**src/core/acs_defines.vh**
```
// constants of the calibration sequencer
`ifndef ACS_DEFINES_VH
`define ACS_DEFINES_VH
`define ACS_CYC_SELF 22'h2FFFB7
`define ACS_CYC_SYS_OFS 22'h100FB7
`define ACS_CYC_SYS_GAIN 22'h104F0D
`define ACS_CYC_OFS_ONE 22'h204F0D
`define ACS_CAL_HIGH_MIN 3'h4
`define ACS_DATA_READY_N_PULSE 3'h4
`define ACS_SETTLE_CYC 22'h07C000
`define ACS_SEL_SELF 2'h0
`define ACS_SEL_SYS_OFS 2'h3
`define ACS_SEL_SYS_GAIN 2'h1
`define ACS_SEL_OFS_ONE 2'h2
`endif

```
**src/core/acs_cal_sequencer.v**
```verilog
// calibration sequencer of a sigma-delta converter
// Contract
// - calibration starts on strobe falling edge, never earlier.
// - select inputs sampled at start choose calibration type.
// - selects 00: self calibration, 3,145,655 cycles.
// - selects 11: system offset first step, 1,052,599 cycles.
// - select a low, b high: system gain second step, 1,068,813 cycles.
// - select a high, b low: one-step system offset, 2,117,389 cycles.
// - bipolar mode calibrates positive full scale and midscale.
// - data-ready stays high throughout any calibration.
// - after self calibration, data-ready only once input has settled.
// - after other types, data-ready allowed as settling begins.
// - new unread word: data-ready high four cycles, then low.
`timescale 1ns/1ps
`default_nettype none
`include "acs_defines.vh"
module acs_cal_sequencer
#(
   parameter CNT_W = 22,
   parameter [CNT_W-1:0] CYC_SELF = `ACS_CYC_SELF,
   parameter [CNT_W-1:0] CYC_SYS_OFS = `ACS_CYC_SYS_OFS,
   parameter [CNT_W-1:0] CYC_SYS_GAIN = `ACS_CYC_SYS_GAIN,
   parameter [CNT_W-1:0] CYC_OFS_ONE = `ACS_CYC_OFS_ONE,
   parameter [CNT_W-1:0] CYC_SETTLE = `ACS_SETTLE_CYC
)
(
   // clock and reset
   input wire clk_sys,
   input wire rst,
   // calibration control pins
   input wire cal_strobe,
   input wire cal_select_a,
   input wire cal_select_b,
   // converter configuration and data path
   input wire bipolar_mode,
   input wire word_load,
   input wire word_read,
   // calibration engine steering
   output reg cal_active,
   output reg [1:0] cal_type,
   output reg cal_zero_from_input,
   output reg cal_fs_from_input,
   output reg cal_midscale,
   // data ready pin
   output reg data_ready_n
);
   localparam [3:0] ST_IDLE = 4'h1;
   localparam [3:0] ST_CAL = 4'h2;
   localparam [3:0] ST_SETTLE = 4'h4;
   localparam [3:0] ST_RUN = 4'h8;

   function [CNT_W-1:0] cal_len;
      input [1:0] sel;
      begin
         case (sel)
            `ACS_SEL_SELF: cal_len = CYC_SELF;
            `ACS_SEL_SYS_OFS: cal_len = CYC_SYS_OFS;
            `ACS_SEL_SYS_GAIN: cal_len = CYC_SYS_GAIN;
            default: cal_len = CYC_OFS_ONE;
         endcase
      end
   endfunction

   reg [3:0] state_r;
   reg [3:0] state_nxt;
   reg [2:0] pulse_cnt_r;
   reg word_pending_r;
   reg cnt_load;
   reg [CNT_W-1:0] cnt_val;
   wire cal_start;
   wire cnt_busy;
   wire cnt_done;
   wire [1:0] sel_now;

   assign sel_now = {cal_select_a, cal_select_b};

   acs_strobe_detect u_strobe
   (
      .clk_sys(clk_sys),
      .rst(rst),
      .cal_strobe(cal_strobe),
      .cal_start(cal_start)
   );

   acs_counter #(.W(CNT_W)) u_cnt
   (
      .clk_sys(clk_sys),
      .rst(rst),
      .load(cnt_load),
      .load_val(cnt_val),
      .busy(cnt_busy),
      .done(cnt_done)
   );

   always @*
   begin
      state_nxt = state_r;
      cnt_load = 1'b0;
      cnt_val = cal_len(sel_now);
      case (state_r)
         ST_IDLE, ST_RUN:
         begin
            if (cal_start)
            begin
               state_nxt = ST_CAL;
               cnt_load = 1'b1;
            end
         end
         ST_CAL:
         begin
            // strobe and selects are not looked at here
            // an idle counter here would hang the cycle, so leave as if done
            if (cnt_done || !cnt_busy)
            begin
               if (cal_type == `ACS_SEL_SELF)
               begin
                  state_nxt = ST_SETTLE;
                  cnt_load = 1'b1;
                  cnt_val = CYC_SETTLE;
               end
               else
                  state_nxt = ST_RUN;
            end
         end
         ST_SETTLE:
         begin
            if (cnt_done)
               state_nxt = ST_RUN;
         end
         default:
            state_nxt = ST_IDLE;
      endcase
   end

   always @(posedge clk_sys)
   begin
      if (rst)
      begin
         state_r <= ST_IDLE;
         cal_active <= 1'b0;
         cal_type <= 2'h0;
         cal_zero_from_input <= 1'b0;
         cal_fs_from_input <= 1'b0;
         cal_midscale <= 1'b0;
      end
      else
      begin
         state_r <= state_nxt;
         cal_active <= (state_nxt == ST_CAL);
         if (cnt_load && state_r != ST_CAL)
         begin
            cal_type <= sel_now;
            cal_zero_from_input <= cal_select_a;
            cal_fs_from_input <= ~cal_select_a & cal_select_b;
            cal_midscale <= bipolar_mode;
         end
      end
   end

   // data ready: high during calibration, 4-cycle high blip on new unread word
   always @(posedge clk_sys)
   begin
      if (rst)
      begin
         data_ready_n <= 1'b1;
         pulse_cnt_r <= 3'h0;
         word_pending_r <= 1'b0;
      end
      else if (state_nxt != ST_RUN)
      begin
         data_ready_n <= 1'b1;
         pulse_cnt_r <= 3'h0;
         word_pending_r <= 1'b0;
      end
      else if (word_load)
      begin
         data_ready_n <= 1'b1;
         pulse_cnt_r <= `ACS_DATA_READY_N_PULSE - 3'h1;
         word_pending_r <= 1'b1;
      end
      else if (pulse_cnt_r != 3'h0)
      begin
         pulse_cnt_r <= pulse_cnt_r - 3'h1;
         data_ready_n <= 1'b1;
      end
      else if (state_r != ST_RUN)
      begin
         data_ready_n <= 1'b0;
         word_pending_r <= 1'b1;
      end
      else if (word_read)
      begin
         data_ready_n <= 1'b1;
         word_pending_r <= 1'b0;
      end
      else
         data_ready_n <= ~word_pending_r;
   end
endmodule // acs_cal_sequencer
`default_nettype wire

```
**src/core/acs_counter.v**
```verilog
// loadable down counter with terminal flag
`timescale 1ns/1ps
`default_nettype none
module acs_counter
#(
   parameter W = 22
)
(
   // clock and reset
   input wire clk_sys,
   input wire rst,
   // load and status
   input wire load,
   input wire [W-1:0] load_val,
   output wire busy,
   output wire done
);
   reg [W-1:0] cnt_r;
   always @(posedge clk_sys)
   begin
      if (rst)
         cnt_r <= {W{1'b0}};
      else if (load)
         cnt_r <= load_val;
      else if (cnt_r != {W{1'b0}})
         cnt_r <= cnt_r - {{(W-1){1'b0}}, 1'b1};
   end
   assign busy = (cnt_r != {W{1'b0}});
   assign done = (cnt_r == {{(W-1){1'b0}}, 1'b1});
endmodule // acs_counter
`default_nettype wire

```
**src/core/acs_strobe_detect.v**
```verilog
// calibration strobe qualifier: high for at least four cycles, then falling edge
`timescale 1ns/1ps
`default_nettype none
`include "acs_defines.vh"
module acs_strobe_detect
(
   // clock and reset
   input wire clk_sys,
   input wire rst,
   // strobe in, start out
   input wire cal_strobe,
   output wire cal_start
);
   reg [2:0] high_cnt_r;
   reg strobe_r;
   always @(posedge clk_sys)
   begin
      if (rst)
      begin
         high_cnt_r <= 3'h0;
         strobe_r <= 1'b0;
      end
      else
      begin
         strobe_r <= cal_strobe;
         if (!cal_strobe)
            high_cnt_r <= 3'h0;
         else if (high_cnt_r != `ACS_CAL_HIGH_MIN)
            high_cnt_r <= high_cnt_r + 3'h1;
      end
   end
   // falling edge after a long enough high phase
   assign cal_start = strobe_r & ~cal_strobe & (high_cnt_r == `ACS_CAL_HIGH_MIN);
endmodule // acs_strobe_detect
`default_nettype wire

```
**config.mk**
```make
export PLATFORM = sky130hd
export DESIGN_NAME = acs_cal_sequencer
export DESIGN_NICKNAME = d
export VERILOG_FILES = /design/src/core/acs_cal_sequencer.v /design/src/core/acs_counter.v /design/src/core/acs_strobe_detect.v
export VERILOG_INCLUDE_DIRS = /design/src /design/src/core
export SDC_FILE = /design/constraint.sdc
export NUM_CORES = 1
export LEC_CHECK = 0
export BUFFER_PORTS_ARGS = -buffer_cell sky130_fd_sc_hd__buf_2
export CORE_MARGIN = 3
export CORE_UTILIZATION = 40
export DETAILED_ROUTE_END_ITERATION = 12
export PLACE_DENSITY_LB_ADDON = 0.15
export SYNTH_ARGS = -nofsm -noshare
export SYNTH_HDL_FRONTEND = slang
export SYNTH_HIERARCHICAL = 1
export SYNTH_SLANG_ARGS = --single-unit
```
**constraint.sdc**
```tcl
create_clock -name clk_sys -period 5 [get_ports clk_sys]
set_input_delay 0.75 -clock clk_sys [delete_from_list [all_inputs] [get_ports clk_sys]]
set_output_delay 0.75 -clock clk_sys [all_outputs]
set_load 0.005 [all_outputs]
```
### Word-level counts from Yosys, hierarchy flattened

Index checks and enable logic that the tools add are counted.
W data, S select, Z words.

| storage, ports and cells | value |
|---|---|
| flip-flop bits (word level) | 41 |
| bits in latches | 0 |
| memory bits (writable) | 0 |
| ROM bits | 0 |
| input port bits | 8 |
| output and inout bits | 7 |
| word-level logic and storage cells | 75 |
| memories kept | 0 |

| operators by class | value |
|---|---|
| add/sub/neg operators | 3 |
| multipliers | 0 |
| divide/modulo/power cells | 0 |
| magnitude comparators | 0 |
| eq/ne operators | 14 |
| shift operators | 0 |
| muxes and demuxes | 23 |
| bitwise operators | 6 |
| reduce and logical (&&, ||, !) cells | 16 |

Operator list:

| kind | count |
|---|---|
| $mux W22 | 5 |
| $pmux W22 S3 | 1 |
| $eq A22 B1 Y1 const B | 1 |
| $reduce_bool A22 Y1 | 1 |
| $sub A22 B1 Y22 const B | 1 |
| $mux W4 | 4 |
| $pmux W4 S3 | 1 |
| $mux W1 | 9 |
| $eq A4 B2 Y1 const B | 2 |
| $ne A4 B4 Y1 const B | 2 |
| $reduce_bool A3 Y1 | 2 |
| $reduce_or A2 Y1 | 3 |
| $eq A4 B1 Y1 const B | 1 |
| $eq A4 B3 Y1 const B | 1 |
| $eq A4 B4 Y1 const B | 1 |
| $logic_not A2 Y1 | 2 |
| $mux W2 | 2 |
| $ne A4 B2 Y1 const B | 1 |
| $reduce_bool A2 Y1 | 2 |
| $reduce_or A4 Y1 | 1 |
| $add A3 B1 Y3 const B | 1 |
| $and A1 B1 Y1 | 3 |
| $eq A3 B3 Y1 const B | 1 |
| $ne A3 B3 Y1 const B | 1 |
| other kinds (11) | 13 |

### Longest topological paths before layout

| logic depth | value |
|---|---|
| word-level depth | 7 |
| mapped depth | 15 |
| mapped depth without buffers | 13 |

### Cells and area by module

Netlist, hierarchy kept.

Modules (own cells, without submodules):

| module | instances | cells an instance | area each (um^2) | seq. area each (um^2) |
|---|---|---|---|---|
| acs_counter | 1 | 155 | 1,260.0 | 440.4 |
| acs_cal_sequencer | 1 | 98 | 859.6 | 280.3 |
| acs_strobe_detect | 1 | 20 | 193.9 | 80.1 |

### Least setup slack after synthesis

Ideal clock, no wire load.

| timing path | value |
|---|---|
| kind | register to register |
| from | register u_cnt.cnt_r[0] |
| to | register u_cnt.cnt_r[8] |
| library setup time | 0.138 ns |
| data arrival time | 3.202 ns |
| data required time | 4.862 ns |
| slack | 1.659 ns |
| stages on the path, launching flop included | 16 |
| buffers on the path | 3 |
| period minus slack after synthesis | 3.341 ns |
| cells stage by stage | dfxtp_1 inv_1 ha_1 or3b_2 nor2_1 and3_1 inv_2 nor2b_1 or4_4 buf_6 nand2_1 clkbuf_1 inv_1 clkbuf_1 o21bai_1 a31oi_1 |

| on the way | value |
|---|---|
| longest elaborated chain between the ends | 6 |
| elaborated cells between the ends (all ways) | 12 |
| those cells by class | add/sub (1); eq/ne (1); mux (6); reduce/logical (4) |

Ends and longest elaborated chain:

| item | RTL line | text |
|---|---|---|
| start, declared | acs_counter.v:18 | `reg [W-1:0] cnt_r;` |
| start signal, assigned | acs_counter.v:22 | `cnt_r <= {W{1'b0}};` |
| start signal, assigned | acs_counter.v:24 | `cnt_r <= load_val;` |
| start signal, assigned | acs_counter.v:26 | `cnt_r <= cnt_r - {{(W-1){1'b0}}, 1'b1};` |
| $reduce_bool A22 Y1 (*) | acs_counter.v:28 | `assign busy = (cnt_r != {W{1'b0}});` |
| named net cnt_busy | acs_cal_sequencer.v:71 | `wire cnt_busy;` |
| $logic_not A1 Y1 (*) | acs_cal_sequencer.v:113 | `if (cnt_done \|\| !cnt_busy)` |
| $logic_or A1 B1 Y1 (*) | acs_cal_sequencer.v:113 |  |
| $mux W1 (*) | acs_cal_sequencer.v:113 |  |
| $pmux W1 S2 (*) | acs_cal_sequencer.v:100 | `case (state_r)` |
| named net cnt_load | acs_cal_sequencer.v:68 | `reg cnt_load;` |
| $mux W22 / $reduce_bool A2 Y1 (equally long branches) | n/a |  |

The timed path passes the listed nets; every way through them passes the cells marked *. The select of a mux whose other input is x is not followed.
A chain may end at the register's enable or synchronous reset.

### Worst setup path in the final report

| timing path | value |
|---|---|
| from | register u_cnt.cnt_r[0] |
| to | register u_cnt.cnt_r[18] |

The elaborated chain is that of the path after synthesis.

==> results.tsv <==
metric	value	unit
die_w	82.05	µm
synth_edf_count	0	
end_kind	flop	
antenna_found_initial	0	
cts_buffers	5	
grt.total_usage	0.1690	
relSlewSlack	0.3946	
critical_path.max_fanout	15	
cts_hold_buf	0	
hp-class	reg2reg	
coreArea	5540	µm²
hold_viol_final	0	
port_buffers	14	
fin_skew	0.006235	ns
synth_xor_area_frac	0.06057	
grt_max_degree	34	
syn_avg_cell_area	8.474	µm²
overflow	0	
cts_root_buf	clkbuf_8	
postLayoutCellArea	2524	µm²
syn-num-nets	292	
final_cells	357	
die-area	6732	µm²
synthCells	273	
arrival	3.94	ns
wl	5.081	mm
synth_top_family_by_area	simple AND/OR/NAND/NOR gates	
slowest_delay	0.54	ns
dpl-instance-area	2416	µm²
initial_utilization	0.4176	
synth_area	2313	µm²
slowest_stage	or4_4	
drtIter0Drc	141	
critical-path-top-delay-family	simple AND/OR/NAND/NOR gates	
synth_seq_cells	40	
viasPerCell	5.370	
tns	0	ns
worstPathRequired	5.17	ns
drt-wirelength-per-cell	14.23	µm
r2r_slack	1.23	ns
dr.pass1.iters	4	
syn2layout_area_growth	9.086	%
final_layout_size_suffix_gt1_frac	0.1439	
p_leak	1.025	nW
period_needed	3.771	ns
place_hpwl	3.630	mm
fmax	0.2652	GHz
num_rows	27	
synth_cell_types	58	
maxSlewViolCount	0	
cts_resized	0	
synth-compound-area-share	0.1828	
n_antenna_cell	0	
synth_top_area_cell	dfxtp_1	
clk_latency	0.29	ns
die_h	82.05	µm
start_kind	flop	
io_pins	15	
cts.sinks	40	
ctsLongestPathBuffers	2	
rsz0062_at_grt	no	
yosys_most_used_dff	dfxtp_1	
peakVddDrop	0.2754	mV
synth.top_cell.area_share	0.3461	
cts_setup_buffers	0	
cp_cell_sequence	inv_1 -> ha_1 -> or3b_2 -> nor2_1 -> and3_1 -> inv_2 -> nor2b_1 -> or4_4 -> nand2_1 -> buf_4 -> or2_2 -> nand2b_1 -> o21ai_0	
grt_pass1_vias	1824	
synth.area.top_cells	dfxtp_1 (35%), ha_1 (5.9%), nor2_1 (4.4%), a21oi_1 (3.7%), nand2_1 (3.4%)	
finalSetupViolCount	0	
ys_async_sr_fraction	0	
yosysWarnings	6	
placed_cells	349	
vias	1917	
pwr_density_cell	511.3	nW/µm²
yosys.area_share.adder	0.05949	
min_period_over_period	0.7542	
antenna_left	0	
status	finished clean	
drc	0	
synth-simple-area-share	0.2807	
worst_pin_slew	0.8998	ns
max_cap_viol_count	0	
clkTransAtPathRegs	0.08	ns
seq_area_frac_synth	0.3461	
grt_pass1_wl	8.652	mm
cts_max_level	2	
path_buf_inv	3	
layout.nets	303	
gp_congestion	0.7964	
synthMuxAreaShare	0.01298	
cts_tree	done	
critical_path_class	reg2reg	
-- logic make-up after synthesis --
group,after synthesis
buf+inv,28
flops,40
fa+ha+maj,11
compound gates,62
mux,3
other cells,1
simple gates,112
xor+xnor,16
-- stage by stage --
stage | hold WS, ns | utilization | power, mW | setup slack, ns
2_1_floorplan | 0.4601 | - | 0.9036 | 1.659
3_3_place_gp | 0.4716 | 0.4361 | 1.028 | 1.371
3_5_place_dp | 0.4696 | 0.4361 | 1.025 | 1.291
4_1_cts | 0.4825 | 0.4555 | 1.296 | 1.262
5_1_grt | 0.5009 | 0.4555 | 1.397 | 0.9264
6_report | 0.4840 | 0.4555 | 1.290 | 1.229
-- per-layer routing --
metal | vias to the layer above | GRT usage | wire, µm | share of wire
li1 | 995 | - | - | -
met1 | 907 | 0.2417 | 2681 | 0.53
met2 | 11 | 0.2399 | 2254 | 0.44
met3 | 4 | 0.04386 | 93 | 0.018
met4 | 0 | 0.06478 | 51 | 0.010
met5 | - | 0 | 0 | 0
-- power by group --
part,internal (mW),switching (mW),total [mW]
clock,0.148,0.116,0.264
sequential,0.384,0.0617,0.446
combinational,0.252,0.329,0.581
-- worst paths after layout --
path	from	to	depth (start not counted)
max	u_cnt/cnt_r[0]	u_cnt/cnt_r[18]	13
min reg2reg	cal_fs_from_input	cal_fs_from_input	2
min	cal_fs_from_input	cal_fs_from_input	2
max reg2reg	u_cnt/cnt_r[0]	u_cnt/cnt_r[18]	13
-- final cells by class --
| type | instances | area, µm² |
|---|---|---|
| timing repair buffer | 15 | 77.57 |
| tap | 72 | 90.09 |
| multi-input combinational | 205 | 1384 |
| inverter | 17 | 63.81 |
| fill | 579 | 3017 |
| clock buffer | 6 | 72.57 |
| sequential | 40 | 800.8 |
| clock inverter | 2 | 35.03 |
-- flip-flops by register name, summed over array words and instances, names as in the netlist --
name                 count
state_r                  4
cal_midscale             1
cal_active               1
pulse_cnt_r              3
u_cnt/cnt_r             22
u_strobe/high_cnt_r      3
u_strobe/strobe_r        1
word_pending_r           1
cal_fs_from_input        1
cal_type                 2
data_ready_n             1
-- cells in the mapped netlist, types with 3 or more instances --
cell type and count:
nand3_1 13, a221oi_1 4, or4_1 4, nor3b_1 3, o22a_1 3, a21oi_1 17, inv_1 16, dfxtp_1 40
nor3_1 3, nor4_1 3, nor2_1 27, xnor2_1 7, clkbuf_1 6, o21a_1 3, o21ai_0 13, nand2_1 21
nand2b_1 7, a211oi_1 4, nor2b_1 4, a311oi_1 3, or4_4 4, ha_1 11, xor2_1 9, mux2i_1 3
-- tightest hold or removal path: cells and delay by family (launching register included) --
kind | cells | cell delay (ns)
AOI/OAI and AO/OA | 2 | 0.13
DFF | 1 | 0.31
-- cell usage in the layout (no fill, tap or decap), types with 3 or more instances in the layout --
cell type,Yosys,routed
xnor2_1,7,7
nor3_1,3,3
nand2_1,21,21
nor2b_1,4,4
o21a_1,3,3
or4_1,4,4
nor3b_1,3,3
clkbuf_8,0,5
buf_2,1,14
mux2i_1,3,3
a311oi_1,3,3
a221oi_1,4,4
nor4_1,3,3
dfxtp_1,40,40
nand3_1,13,13
or4_4,4,4
o22a_1,3,3
nand2b_1,7,7
ha_1,11,11
a21oi_1,17,17
xor2_1,9,9
inv_1,16,16
nor2_1,27,27
a211oi_1,4,4
o21ai_0,13,13
(Power assumes the default switching activity.)
